<file path="src/core/kbd_pkg.sv">
// Constants shared by the keyboard matrix encoder
package kbd_pkg;
    // Host port offsets (status/data select is host address bit one)
    localparam logic [7:0] KEY_CHARACTER_OUT_OFS = 8'h90;
    localparam logic [7:0] KEY_FLAG_BYTE_OFS = 8'h92;
    // Flag byte field positions
    localparam int FLAG_OBF_BIT = 0;
    localparam int FLAG_IBF_BIT = 1;
    localparam int FLAG_LOCAL_BIT = 2;
    localparam int FLAG_CMD_BIT = 3;
    localparam logic [7:0] FLAG_RESET = 8'h00;
    localparam logic [7:0] CHAR_RESET = 8'h00;
    // Matrix geometry
    localparam int ROWS = 8;
    localparam int COLS = 8;
    localparam int FIFO_DEPTH = 8;
    // Modifier keys occupy the last row
    localparam logic [2:0] MOD_ROW = 3'h7;
    localparam int KEY_SHIFT = 56;
    localparam int KEY_CONTROL = 57;
    localparam int KEY_TYPEWRITER_LOCK = 58;
    localparam int KEY_REPEAT = 59;
    // Key indices with special meaning
    localparam logic [5:0] KEY_LETTER_L = 6'h0B;
    localparam logic [5:0] KEY_LETTER_O = 6'h0E;
    localparam logic [5:0] KEY_LAST_LETTER = 6'h19;
    localparam logic [5:0] KEY_FIRST_DIGIT = 6'h1A;
    localparam logic [5:0] KEY_LAST_DIGIT = 6'h23;
    localparam logic [5:0] KEY_TAB = 6'h24;
    localparam logic [5:0] KEY_CUR_LEFT = 6'h25;
    localparam logic [5:0] KEY_CUR_RIGHT = 6'h26;
    localparam logic [5:0] KEY_CUR_UP = 6'h27;
    localparam logic [5:0] KEY_CUR_DOWN = 6'h28;
    localparam logic [5:0] KEY_SPACE = 6'h29;
    localparam logic [5:0] KEY_RETURN = 6'h2A;
    localparam logic [5:0] KEY_FIRST_PUNCT = 6'h2B;
    // Scan timing: strobe is held this long before columns are taken
    localparam int STROBE_NS = 160;
    localparam int CLK_PERIOD_NS = 40;
    localparam int STROBE_CYCLES = (STROBE_NS + CLK_PERIOD_NS - 1) / CLK_PERIOD_NS;
    // Repeat rate of ten codes per second
    localparam int REPEAT_PERIOD_MS = 100;
    localparam int CLK_HZ = 25000000;
    localparam int REPEAT_CYCLES = CLK_HZ / 1000 * REPEAT_PERIOD_MS;
    // Scan states
    typedef enum logic [2:0] {
        ST_ADDR = 3'b001,
        ST_STROBE = 3'b010,
        ST_SAMPLE = 3'b100
    } scan_state_e;
endpackage

</file>
<file path="src/core/keyboard_matrix_encoder.sv">
// Keyboard matrix encoder: row scan, key coding, eight-entry stack, host read port
// What this block does
// - Scan an eight by eight matrix one row at a time, sampling all columns.
// - Drive row address with strobe off first, then strobe while holding it.
// - Eight column inputs; active column under a strobed row marks that key.
// - Shift held gives upper-case code, else lower-case subject to typewriter lock.
// - Control with a letter key gives the matching control character.
// - Typewriter lock off forces upper case on letters only.
// - Shift, control, lock and repeat alone produce no code.
// - Repeat held with a code key regenerates its code ten times a second.
// - Tab and cursor keys give the same codes as control plus a letter.
// - Overlapping ordinary keys each produce their own code when pressed.
// - Up to eight unread codes are stacked; further keys are dropped when full.
// - Read strobe low drives character when select low, flag byte when high.
// - Data lines only go from device to host; nothing is written.
// - Output buffer full flag, bit zero, is set when a code waits.
// - Bit two shows local mode; input full and command flags read zero.
// - Shift-control-L enters local mode, shift-control-O returns on-line.
// - Rear panel switch in local position also shows local mode.
// - Scanning runs on its own; host reads never stall it.
module keyboard_matrix_encoder
#(
    parameter int REPEAT_LIMIT = kbd_pkg::REPEAT_CYCLES
)
(
    // Clock, reset, enable
    input wire logic clk_sys,
    input wire logic rst,
    input wire logic clk_en,
    // Matrix side
    output logic [3:0] row_address_outputs,
    output logic [1:0] row_strobe_outputs,
    input wire logic [7:0] column_inputs,
    input wire logic rear_panel_mode_switch,
    // Host side
    input wire logic keyboard_read_strobe_n,
    input wire logic buffer_select_input,
    output logic [7:0] host_data_out,
    output logic host_data_oe
);
    import kbd_pkg::*;

    // Synchronisers for all pin inputs
    logic [7:0] col_meta_reg, col_sync_reg;
    logic [2:0] pin_meta_reg, pin_sync_reg;
    always_ff @(posedge clk_sys or posedge rst)
        if (rst)
        begin
            col_meta_reg <= 8'h00;
            col_sync_reg <= 8'h00;
            pin_meta_reg <= 3'h1;
            pin_sync_reg <= 3'h1;
        end
        else if (clk_en)
        begin
            col_meta_reg <= column_inputs;
            col_sync_reg <= col_meta_reg;
            pin_meta_reg <= {rear_panel_mode_switch, buffer_select_input, keyboard_read_strobe_n};
            pin_sync_reg <= pin_meta_reg;
        end
    logic rd_n_s, sel_s, sw_s;
    assign rd_n_s = pin_sync_reg[0];
    assign sel_s = pin_sync_reg[1];
    assign sw_s = pin_sync_reg[2];

    // Scan sequencer; the strobe dwell also covers the two-stage column sync
    scan_state_e state_reg;
    logic [2:0] row_reg;
    logic [3:0] dwell_reg;
    always_ff @(posedge clk_sys or posedge rst)
        if (rst)
        begin
            state_reg <= ST_ADDR;
            row_reg <= 3'h0;
            dwell_reg <= 4'h0;
        end
        else if (clk_en)
        begin
            unique case (state_reg)
                ST_ADDR:
                    state_reg <= ST_STROBE;
                ST_STROBE:
                begin
                    dwell_reg <= dwell_reg + 4'h1;
                    if (dwell_reg == 4'(STROBE_CYCLES + 2))
                        state_reg <= ST_SAMPLE;
                end
                ST_SAMPLE:
                begin
                    dwell_reg <= 4'h0;
                    row_reg <= row_reg + 3'h1;
                    state_reg <= ST_ADDR;
                end
            endcase
        end
    always_ff @(posedge clk_sys or posedge rst)
        if (rst)
        begin
            row_address_outputs <= 4'h0;
            row_strobe_outputs <= 2'b00;
        end
        else if (clk_en)
        begin
            row_address_outputs <= {1'b0, row_reg};
            row_strobe_outputs <= {2{state_reg == ST_STROBE}};
        end

    // Key state memory and new-press detection
    logic [63:0] down_reg;
    logic [7:0] row_down, new_keys, pick;
    logic [2:0] pick_col;
    logic hit;
    assign row_down = down_reg[{row_reg, 3'h0} +: 8];
    assign new_keys = col_sync_reg & ~row_down;
    always_comb
    begin
        pick = 8'h00;
        pick_col = 3'h0;
        for (int c = COLS - 1; c >= 0; c--)
            if (new_keys[c])
            begin
                pick = 8'h01 << c;
                pick_col = 3'(c);
            end
    end
    assign hit = (state_reg == ST_SAMPLE) && (row_reg != MOD_ROW) && (pick != 8'h00);
    always_ff @(posedge clk_sys or posedge rst)
        if (rst)
            down_reg <= 64'h0;
        else if (clk_en && state_reg == ST_SAMPLE)
        begin
            // One new key per row pass; others are seen next pass so none is lost
            if (row_reg == MOD_ROW)
                down_reg[{row_reg, 3'h0} +: 8] <= col_sync_reg;
            else
                down_reg[{row_reg, 3'h0} +: 8] <= (row_down & col_sync_reg) | pick;
        end

    logic shift_k, ctrl_k, lock_k, rep_k;
    assign shift_k = down_reg[KEY_SHIFT];
    assign ctrl_k = down_reg[KEY_CONTROL];
    assign lock_k = down_reg[KEY_TYPEWRITER_LOCK];
    assign rep_k = down_reg[KEY_REPEAT];

    function automatic logic [7:0] key_code(input logic [5:0] k, input logic sh,
                                            input logic ct, input logic lk);
        logic [7:0] c;
        c = 8'h20;
        if (k <= KEY_LAST_LETTER)
        begin
            c = 8'h61 + {2'h0, k};
            if (sh || !lk)
                c = c & 8'hDF;
            if (ct)
                c = c & 8'h1F;
        end
        else if (k <= KEY_LAST_DIGIT)
        begin
            c = 8'h30 + {2'h0, k - KEY_FIRST_DIGIT};
            if (sh)
                c = c ^ 8'h10;
        end
        else
            case (k)
                KEY_TAB: c = 8'h09;
                KEY_CUR_LEFT: c = 8'h08;
                KEY_CUR_RIGHT: c = 8'h0C;
                KEY_CUR_UP: c = 8'h0B;
                KEY_CUR_DOWN: c = 8'h0A;
                KEY_SPACE: c = 8'h20;
                KEY_RETURN: c = 8'h0D;
                default: c = 8'h2B + {2'h0, k - KEY_FIRST_PUNCT};
            endcase
        return c;
    endfunction

    // Local/on-line selection from the keyboard
    logic [5:0] hit_key;
    logic mode_cmd, local_reg, local_flag;
    assign hit_key = {row_reg, pick_col};
    assign mode_cmd = hit && shift_k && ctrl_k && (hit_key == KEY_LETTER_L || hit_key == KEY_LETTER_O);
    always_ff @(posedge clk_sys or posedge rst)
        if (rst)
            local_reg <= 1'b0;
        else if (clk_en && mode_cmd)
            local_reg <= (hit_key == KEY_LETTER_L);
    assign local_flag = local_reg | sw_s;

    // Repeat timer on the most recent code key
    logic [5:0] last_reg;
    logic [21:0] rpt_cnt_reg;
    logic rpt_due, emit;
    logic [5:0] emit_key;
    assign rpt_due = rep_k && down_reg[last_reg] && (rpt_cnt_reg >= 22'(REPEAT_LIMIT - 1));
    assign emit = (hit && !mode_cmd) || (!hit && rpt_due);
    assign emit_key = hit ? hit_key : last_reg;
    always_ff @(posedge clk_sys or posedge rst)
        if (rst)
        begin
            last_reg <= 6'h0;
            rpt_cnt_reg <= 22'h0;
        end
        else if (clk_en)
        begin
            if (hit)
            begin
                last_reg <= hit_key;
                rpt_cnt_reg <= 22'h0;
            end
            else if (!rep_k || !down_reg[last_reg] || rpt_due)
                rpt_cnt_reg <= 22'h0;
            else
                rpt_cnt_reg <= rpt_cnt_reg + 22'h1;
        end

    // Eight-entry character stack
    logic [7:0] stack_mem [FIFO_DEPTH];
    logic [2:0] wr_ptr_reg, rd_ptr_reg;
    logic [3:0] count_reg;
    logic push, pop, obf_reg;
    logic [7:0] char_reg;
    assign push = emit && (count_reg != 4'(FIFO_DEPTH));
    assign pop = !obf_reg && (count_reg != 4'h0);
    always_ff @(posedge clk_sys)
        if (clk_en && push)
            stack_mem[wr_ptr_reg] <= key_code(emit_key, shift_k, ctrl_k, lock_k);
    always_ff @(posedge clk_sys or posedge rst)
        if (rst)
        begin
            wr_ptr_reg <= 3'h0;
            rd_ptr_reg <= 3'h0;
            count_reg <= 4'h0;
        end
        else if (clk_en)
        begin
            if (push)
                wr_ptr_reg <= wr_ptr_reg + 3'h1;
            if (pop)
                rd_ptr_reg <= rd_ptr_reg + 3'h1;
            count_reg <= count_reg + {3'h0, push} - {3'h0, pop};
        end

    // Output buffer and host read port
    logic rd_n_d_reg, read_done;
    assign read_done = rd_n_s && !rd_n_d_reg && !sel_s;
    always_ff @(posedge clk_sys or posedge rst)
        if (rst)
        begin
            obf_reg <= 1'b0;
            char_reg <= CHAR_RESET;
            rd_n_d_reg <= 1'b1;
        end
        else if (clk_en)
        begin
            rd_n_d_reg <= rd_n_s;
            if (pop)
            begin
                char_reg <= stack_mem[rd_ptr_reg];
                obf_reg <= 1'b1;
            end
            else if (read_done)
                obf_reg <= 1'b0;
        end

    logic [7:0] flag_byte;
    always_comb
    begin
        flag_byte = FLAG_RESET;
        flag_byte[FLAG_OBF_BIT] = obf_reg;
        flag_byte[FLAG_LOCAL_BIT] = local_flag;
    end
    // Read-only port: the strobe drives the output enable and, on a character read, clears the full flag; select steers the mux, never the scan
    always_ff @(posedge clk_sys or posedge rst)
        if (rst)
        begin
            host_data_out <= FLAG_RESET;
            host_data_oe <= 1'b0;
        end
        else if (clk_en)
        begin
            host_data_oe <= !rd_n_s;
            host_data_out <= sel_s ? flag_byte : char_reg;
        end
endmodule

</file>
<file path="config.mk">
export PLATFORM = sky130hd
export DESIGN_NAME = keyboard_matrix_encoder
export DESIGN_NICKNAME = d
export VERILOG_FILES = /design/src/core/kbd_pkg.sv /design/src/core/keyboard_matrix_encoder.sv
export SDC_FILE = /design/constraint.sdc
export NUM_CORES = 1
export LEC_CHECK = 0
export ABC_AREA = 1
export BUFFER_PORTS_ARGS = -buffer_cell sky130_fd_sc_hd__buf_4
export CORE_MARGIN = 3
export CORE_UTILIZATION = 63
export DETAILED_ROUTE_END_ITERATION = 6
export HOLD_SLACK_MARGIN = 0.02
export PLACE_DENSITY = 0.8
export SLEW_MARGIN = 20
export SYNTH_ARGS = -nofsm -noshare
export SYNTH_HDL_FRONTEND = slang
export SYNTH_SLANG_ARGS = --single-unit
export TNS_END_PERCENT = 10
</file>
<file path="constraint.sdc">
create_clock -name clk_sys -period 5.9 [get_ports clk_sys]
set_clock_uncertainty 0.1 [all_clocks]
set_input_delay 0.59 -clock clk_sys [delete_from_list [all_inputs] [get_ports clk_sys]]
set_output_delay 0.59 -clock clk_sys [all_outputs]
set_load 0.005 [all_outputs]
</file>
==> run metrics, run 1 <==
Core ar.=roughly 0.018 sq mm; fillers=about 1400; crit end category=register; Wirelength per Cell=around 17 microns; Main synth FF type=dfrtp_1; Ant. Diodes=0; TritonCTS Sinks=about 220; Die H=between 100 and 150 microns; number of synthesized flops with an enable pin=64; Hold WS=about 0.18 ns; largest net degree at the start of global routing=about 100; via/cell ratio=~5.9; Area growth, synth to finish=8.769%; crit share post-route=77.49%; number of DRC markers in iteration 0=between 1000 and 1500; Clock power frac=a little over a fifth; Max Fclk=around 220 MHz; ys async rst share=71.17%; CTS tree=built; # IOs=29; Setup Crit Path Kind=register to register; Max-cap violations=0; Die ar.=~0.020 sq mm; Die X=around 140 microns; GRT Residual Overflow=0; Synth cell types=a little under 60; final hold vios=0; CTS Buf Count=23; antenna violations before repair=1; status=completed; Pleak=between 5 and 6 nW; slew margin rel.=between 20% and 30%; Slew Limit Fails=0; commonest non-fill, non-tap cell in the layout=nand2_1; register share of total power=about 36%; row count=between 40 and 50; Post-CTS Setup Inserts=0; Tmin final=around 4.6 ns; antenna-violating nets left=0; initial core utilization=approximately two thirds; Least-Margin Pin Slew=1.080 ns; Setup-failing EPs final=0; post-synthesis area per instance=roughly 8.4 sq um; Critical Path RT=about 6 ns; gpl congestion=~0.97; CP startpoint kind=register; final wirelength=28.92 mm; Hold WC Path Type=input pin to register; sequential fraction of the synthesis area=roughly half; combinational share of power=between 40% and 50%; total track usage=between 20% and 30%; Crit Path Max Fanout=17; via count=9792; H-tree levels=1; drt pass-1 iters=5; Worst Path Arrival=between 4 and 5 ns; RSZ-0062 raised after global routing=no; Net Switching=between 2 and 3 mW; Synth Instances=between 1000 and 1500; syn nets=around 1400; Reg clk slew, reported paths=roughly 0.06 ns; PortBufs=27; root buffer cell=clkbuf_16; worst skew pair latency=around 0.52 ns; share of cells above drive strength 1=around 9.0%; global-route wire length before repair=around 48 mm; Yosys warnings=0; layout net count=1448; hold_buf cts=0; Yosys reg bits=222; post-route DRC violation count=0; DPL Wire Length=roughly 20 mm; pwr/cell area=between 500 and 600 mW/mm^2; Int Pwr=approximately 3.8 mW; vias in the first global route=9170; Synth Cell Area=between 0.01 and 0.015 sq mm; # resized after CTS=0; top library cells by usage in the layout, fill and taps aside=330 x nand2_1, 167 x o21ai_0, 154 x dfrtp_1, 144 x inv_1, 118 x nor2_1; clk buf depth=3; Peak VDD IR=around 0.00040 V; Net Sw Frac=42.92%; setup TNS=0 ns
final timing paths:
check	endpoint	depth (start not counted)	slack (ns)	from
max	stack_mem[1][1]	19	1.33	row_reg[1]
min	col_meta_reg[6]	3	0.18	column_inputs[6]
max reg2reg	stack_mem[1][1]	19	1.33	row_reg[1]
min reg2reg	pin_sync_reg[0]	2	0.36	pin_meta_reg[0]
max in group asynchronous	col_meta_reg[0]	3	4.21	rst
min in group asynchronous	down_reg[45]	2	0.19	rst
synthesized netlist by cell type (all sizes together), types with 4 or more instances:
| master | instances | share of area (%) |
|---|---|---|
| clkbuf | 31 | 0.99 |
| edfxtp | 64 | 16 |
| xnor2 | 5 | 0.37 |
| nor3 | 20 | 0.89 |
| nor2 | 123 | 4.2 |
| o32ai | 10 | 0.74 |
| nand4 | 11 | 0.59 |
| nor4 | 10 | 0.53 |
| a21oi | 55 | 2.4 |
| clkinv | 4 | 0.13 |
| nand2 | 348 | 12 |
| o21ai | 180 | 7.8 |
| nand3 | 95 | 4.3 |
| ha | 25 | 2.7 |
| inv | 159 | 5.1 |
| mux2i | 13 | 1.1 |
| o221ai | 8 | 0.60 |
| dfrtp | 154 | 33 |
| buf | 22 | 1.5 |
| o211ai | 11 | 0.70 |
| xor2 | 19 | 1.6 |
| dfstp | 4 | 0.89 |
metrics by stage:
step	setup WS (ns)	cells	util [%]	total power [mW]	instance area [sq um]
final	1.328	1654	70.47	6.699	12790
after CTS	1.421	1654	70.47	6.669	12790
after global placement	1.464	1612	66.29	5.139	12030
after floorplan	0.9534	1400	-	4.468	11760
after global routing	0.9512	1654	70.47	7.184	12790
after detailed placement	1.428	1612	66.29	5.203	12030
logic make-up (layout without fill, tap and decap cells):
logic type      count (synthesis)  count (layout)  synth area share, %
compound gates                281             281                13.44
xor+xnor                       24              24                1.947
mux                            14              14                1.202
simple gates                  616             616                22.83
fa+ha+maj                      26              26                2.831
buf+inv                       216             241                7.705
other cells                     1               1              0.03189
flops                         222             222                50.02
critical path: stages, from the launching register on:
cell and delay [ns]:
dfrtp_1 0.73, inv_2 0.32, nand3_1 0.17, nand2_1 0.06
nand2_1 0.05, nand3_1 0.21, nand2_2 0.20, nor2_4 0.06
nand2_2 0.09, nand2_2 0.22, o21ai_2 0.50, inv_1 0.19
ha_1 0.24, inv_1 0.06, nor2_1 0.05, a21oi_2 0.21
nand3_2 0.13, nor2_4 0.13, nand2_1 0.06, a22oi_1 0.48
area by class of cell:
| type | instances | area, sq um | share of cell area, % |
|---|---|---|---|
| clock inverters | 8 | 101.3 | 0.7925 |
| repair buffers | 36 | 270.3 | 2.113 |
| inverters | 163 | 621.8 | 4.863 |
| well taps | 229 | 286.5 | 2.240 |
| clock buffers | 34 | 656.9 | 5.136 |
| flip-flops and latches | 222 | 5881 | 45.98 |
| multi-input cells | 962 | 4971 | 38.87 |
per-layer routing:
layer	global-route usage [%]	routed length [microns]	up-vias
met3	5.124	2245	74
met2	44.16	13220	451
li1	-	-	4658
met4	8.854	744	2
met5	0	13	-
met1	42.77	12690	4607
power by group through the flow:
stage               logic (mW)  clock network, mW  registers, mW
floorplan                 2.21                  0           2.25
global placement          2.73                  0           2.41
detailed placement        2.79                  0           2.42
CTS                       2.81               1.47           2.39
global route              3.21               1.53           2.44
finish                    2.85               1.45           2.41
Note: power is estimated with default switching activity, not from simulation.
==> inputs of run 2 (changes only) <==
- CORE_UTILIZATION: 63 -> 57
- PLACE_DENSITY: 0.8 -> 0.77
- clock period: 5.9 -> 3.85 ns (I/O delays scaled with it)
==> run metrics, run 2 (synthesis results as in run 1) <==
pwr/cell area=817.4 mW/mm^2; Worst Path Arrival=3.91 ns; R2R cell count=17; vias in the first global route=just under 10000; Max Fclk=about 280 MHz; Ant. Diodes=0; critical path, cell by cell=inv_6, a21oi_1, o21ai_0, nand3_1, nand3_1, nand3_1, a21oi_2, nand2_1, a22oi_1, nand2_2, ha_1, inv_1, ha_1, inv_1, fa_1, xor2_1, o21ai_0; crit share post-route=between 90 and 100%; initial core utilization=about 60%; # IOs=29; CP startpoint kind=register; register share of total power=approximately a third; worst r2r src=last_reg[0]; violations in the final reports=hold timing; Setup-failing EPs final=0; RSZ-0062 raised after global routing=yes; Crit Path Max Fanout=52; number of DRC markers in iteration 0=between 900 and 1000; Area growth, synth to finish=15.26%; Setup Crit Path Kind=register to register; Die X=about 150 microns; Core ar.=between 0.015 and 0.02 sq mm; via/cell ratio=5.726; combinational share of power=a little under half; slew margin rel.=between 20 and 30%; R2R Setup Slk=0.29 ns; PortBufs=27; status=complete, but fails checks; post-route DRC violation count=0; DPL Wire Length=roughly 22 mm; Max-cap violations=0; Critical Path RT=about 4.2 ns; Clock power frac=21.0%; final wirelength=between 30 and 40 mm; layout net count=around 1500; Most common cell on crit path=nand3_1; antenna-violating nets left=0; Die ar.=0.02239 sq mm; Hold WC Path Type=input pin to asynchronous set/reset pin; Peak VDD IR=between 0.0005 and 0.0006 V; reg2reg end=count_reg[2]; Reg clk slew, reported paths=0.06 ns; post-route setup slack=roughly 0.29 ns; largest net degree at the start of global routing=159; Least-Margin Pin Slew=~1.1 ns; worst skew pair latency=approximately 0.54 ns; setup TNS=0 ns; placed cells=roughly 1700; drt pass-1 iters=6; GRT Residual Overflow=0; total track usage=between 20 and 30%; Net Switching=between 4 and 5 mW; Die H=about 150 microns; clk buf depth=3; CP Buf/Inv Count=3; fillers=between 1500 and 2000; Max stage delay on crit path=about 0.42 ns; CTS tree=built; non-filler cells, final=about 1800; gpl congestion=about 0.96; H-tree levels=1; Critical Path Slowest Stage Cell=dfrtp_1; share of cells above drive strength 1=roughly 14%; crit end category=register; Tmin final=between 3 and 4 ns; Wirelength per Cell=between 15 and 20 microns; CTS Buf Count=25; Slew Limit Fails=0; top library cells by usage in the layout, fill and taps aside=328 x nand2_1, 166 x o21ai_0, 153 x dfrtp_1, 141 x inv_1, 117 x nor2_1; worst slack, placed=-0.06928 ns; global-route wire length before repair=a little over 50 mm; Net Sw Frac=between 40% and 50%; Hold WS=-0.04797 ns; row count=51; Top Family by Delay on Critical Path=compound AO/OA/AOI/OAI gates; final hold vios=27; Pleak=roughly 6.1 nW; via count=slightly above 10000; TritonCTS Sinks=approximately 220; antenna violations before repair=0; root buffer cell=clkbuf_16; commonest non-fill, non-tap cell in the layout=nand2_1; Int Pwr=about 6.4 mW
## run 2: layer usage
metal / track usage, % / share of wire, %
met2: 44.98 / 46
met5: 0 / 0
met3: 3.574 / 7.2
met4: 7.231 / 2.2
met1: 44.07 / 45
## run 2: worst max path at each step
| stage | from | to | slack (ns) | cells after the start |
|---|---|---|---|---|
| detailed placement | last_reg[0] | count_reg[2] | -0.07 | 17 |
| global route | last_reg[0] | count_reg[2] | -0.02 | 18 |
| global placement | last_reg[0] | count_reg[2] | 0.03 | 17 |
| floorplan | row_reg[0] | stack_mem[0][4] | 0.58 | 23 |
| CTS | row_reg[2] | stack_mem[2][6] | 0.02 | 20 |
| finish | last_reg[0] | count_reg[2] | 0.29 | 17 |
## run 2: per-stage QoR
stage	cell area, sq um	hold slack, ns	total power, mW	utilization (%)
after global placement	12530	0.3544	8.442	63.15
after detailed placement	12530	0.3612	8.541	63.15
after floorplan	11760	0.3392	6.847	-
final	13550	-0.04797	11.08	68.29
after CTS	13440	0.05326	10.92	67.73
after global routing	13550	0.07193	11.89	68.29
## run 2: layout make-up
type / count / area (sq um) / area share [%]
clock inverters: 14 / 132.6 / 0.9787
clock buffers: 30 / 664.4 / 4.903
well taps: 265 / 331.6 / 2.447
multi-input cells: 962 / 5007 / 36.95
repair buffers: 108 / 900.9 / 6.648
inverters: 163 / 633.1 / 4.672
flip-flops and latches: 222 / 5882 / 43.40
## run 2: timing repair
action | in CTS | in global routing
hold buffers | 11 | 0
setup buffers | 0 | 5
resized for setup | 1 | 18
endpoints found under the hold margin | 11 | 0
pin swaps | 0 | 2
endpoints found under the setup margin | 2 | 67
## run 2: power groups by stage
| stage | clock, mW | sequential [mW] | combinational (mW) |
|---|---|---|---|
| after floorplan | 0 | 3.45 | 3.39 |
| after global placement | 0 | 3.64 | 4.80 |
| after detailed placement | 0 | 3.65 | 4.89 |
| after CTS | 2.36 | 3.62 | 4.94 |
| after global routing | 2.47 | 3.70 | 5.71 |
| final | 2.33 | 3.65 | 5.10 |
## run 2: worst reg2reg max path: stages (launching register included)
cell and delay (ns):
dfrtp_1 0.42, inv_6 0.27, a21oi_1 0.12, o21ai_0 0.32, nand3_1 0.12, nand3_1 0.12
nand3_1 0.10, a21oi_2 0.26, nand2_1 0.08, a22oi_1 0.22, nand2_2 0.11, ha_1 0.27
inv_1 0.06, ha_1 0.17, inv_1 0.06, fa_1 0.38, xor2_1 0.15, o21ai_0 0.15
==> inputs of run 3 (changes only) <==
- RECOVER_POWER: default -> 100
==> run metrics, run 3 (synthesis results as in run 1) <==
worst r2r src=last_reg[0]; final hold vios=0; share of cells above drive strength 1=between 10 and 15%; root buffer cell=clkbuf_16; CTS tree=built; R2R cell count=17; reg2reg end=count_reg[2]; critical path, cell by cell=inv_6, a21oi_1, o21ai_0, nand3_1, nand3_1, nand3_1, a21oi_2, nand2_1, a22oi_1, nand2_2, ha_1, inv_1, ha_1, inv_1, fa_1, xor2_1, o21ai_0; Area growth, synth to finish=15.07%; DPL Wire Length=21.72 mm; footprint of the multi-input gates=~0.005 sq mm; commonest non-fill, non-tap cell in the layout=nand2_1; row count=51; FF/Latch Area=approximately 0.006 sq mm; CTS Buf Count=25; violations in the final reports=capacitance limit, slew limit; crit share post-route=between 90% and 100%; crit end category=register; Hold WC Path Type=input pin to register; status=complete, but fails checks; final core utilization=a little under 70%; largest net degree at the start of global routing=159; fillers=1635; Hold Path End=row_address_outputs[1]; Die H=about 150 microns; number of DRC markers in iteration 0=around 900; H-tree levels=1; Setup-failing EPs final=0; Max-cap violations=2; Ant. Diodes=0; RSZ-0062 raised after global routing=yes; initial core utilization=about three fifths; clk buf depth=3; Max Fclk=about 280 MHz; CP Buf/Inv Count=3; antenna-violating nets left=0; total track usage=~29%; pwr/cell area=819.0 mW/mm^2; total power=11.08 mW; post-route setup slack=approximately 0.26 ns; GRT Residual Overflow=0; antenna violations before repair=0; via/cell ratio=~5.7; drt pass-1 iters=5; global-route wire length before repair=between 50 and 60 mm; Top Family by Delay on Critical Path=compound AO/OA/AOI/OAI gates; # IOs=29; Tmin final=3.587 ns; Pleak=just over 6 nW; non-filler cells, final=1764; gpl congestion=0.9550; Critical Path Slowest Stage Cell=dfrtp_1; final wirelength=about 32 mm; top library cells by usage in the layout, fill and taps aside=328 x nand2_1, 166 x o21ai_0, 153 x dfrtp_1, 141 x inv_1, 117 x nor2_1; slew margin rel.=-48.78%; Final Cell Area=roughly 0.014 sq mm; Slew Limit Fails=211; post-route DRC violation count=0; Max stage delay on crit path=approximately 0.42 ns; Worst Path Arrival=about 4 ns; CP startpoint kind=register; worst skew pair latency=0.54 ns; Hold Path Cell Cnt=3; Crit Path Max Fanout=between 50 and 60; Critical Path RT=approximately 4.2 ns; Core ar.=0.01985 sq mm; PortBufs=27; Worst Hold Launch=clk_en; Die X=149.6 microns; Least-Margin Pin Slew=between 2 and 2.5 ns; via count=around 10000; placed cells=between 1500 and 2000; Die ar.=0.02239 sq mm; TritonCTS Sinks=about 220; vias in the first global route=9857; Reg clk slew, reported paths=~0.060 ns; Most common cell on crit path=nand3_1; Wirelength per Cell=approximately 18 microns; Hold WS=~0.12 ns; layout net count=between 1500 and 2000; Setup Crit Path Kind=register to register; Peak VDD IR=just over 0.0005 V; R2R Setup Slk=between 0.2 and 0.3 ns; Post-DP Area=approximately 0.013 sq mm; setup TNS=0 ns; worst slack, placed=-0.06928 ns
-- run 3: changes by cell type in the layout (fill, tap and decap cells not counted) --
| cell | change |
|---|---|
| buf_4 | -3 |
| clkbuf_1 | +2 |
| clkbuf_4 | +2 |
| buf_12 | -1 |
| clkinvlp_2 | +1 |
| clkinvlp_4 | -1 |
-- run 3: worst max path at each step --
stage	slack (ns)	startpoint	cells after the start	to
3_5_place_dp	-0.07	last_reg[0]	17	count_reg[2]
2_1_floorplan	0.58	row_reg[0]	23	stack_mem[0][4]
5_1_grt	-0.02	last_reg[0]	18	count_reg[2]
3_3_place_gp	0.03	last_reg[0]	17	count_reg[2]
6_report	0.26	last_reg[0]	17	count_reg[2]
4_1_cts	0.02	row_reg[2]	20	stack_mem[2][6]
-- run 3: where the power goes --
part | switching [mW] | internal (mW)
logic | 3.24 | 1.87
clock network | 0.965 | 1.36
registers | 0.491 | 3.16
total | 4.69 | 6.39
-- run 3: per-layer routing --
layer | vias up | part of all wire [%] | GRT usage, %
met5 | - | 0 | 0
met4 | 0 | 2.1 | 7.231
met3 | 54 | 7.6 | 3.574
met2 | 378 | 45 | 44.98
met1 | 4778 | 45 | 44.07
li1 | 4805 | - | -
-- run 3: worst register-to-register path, cell delays in order (launching register included) --
cell and delay [ns]:
dfrtp_1 0.42, inv_6 0.27, a21oi_1 0.12, o21ai_0 0.34
nand3_1 0.12, nand3_1 0.12, nand3_1 0.10, a21oi_2 0.27
nand2_1 0.08, a22oi_1 0.23, nand2_2 0.11, ha_1 0.27
inv_1 0.06, ha_1 0.17, inv_1 0.06, fa_1 0.37
xor2_1 0.15, o21ai_0 0.15
-- run 3: repair_timing --
item / in CTS / in global routing
pin swaps: 0 / 2
endpoints found under the hold margin: 11 / 0
resized for setup: 1 / 18
hold buffers: 11 / 0
endpoints found under the setup margin: 2 / 67
setup buffers: 0 / 5
-- run 3: cell type report --
cell class,count,area share [%]
flip-flops and latches,222,43.48
multi-input cells,962,37.01
repair buffers,108,6.511
clock buffers,30,4.911
inverters,163,4.661
well taps,265,2.451
clock inverters,14,0.9803
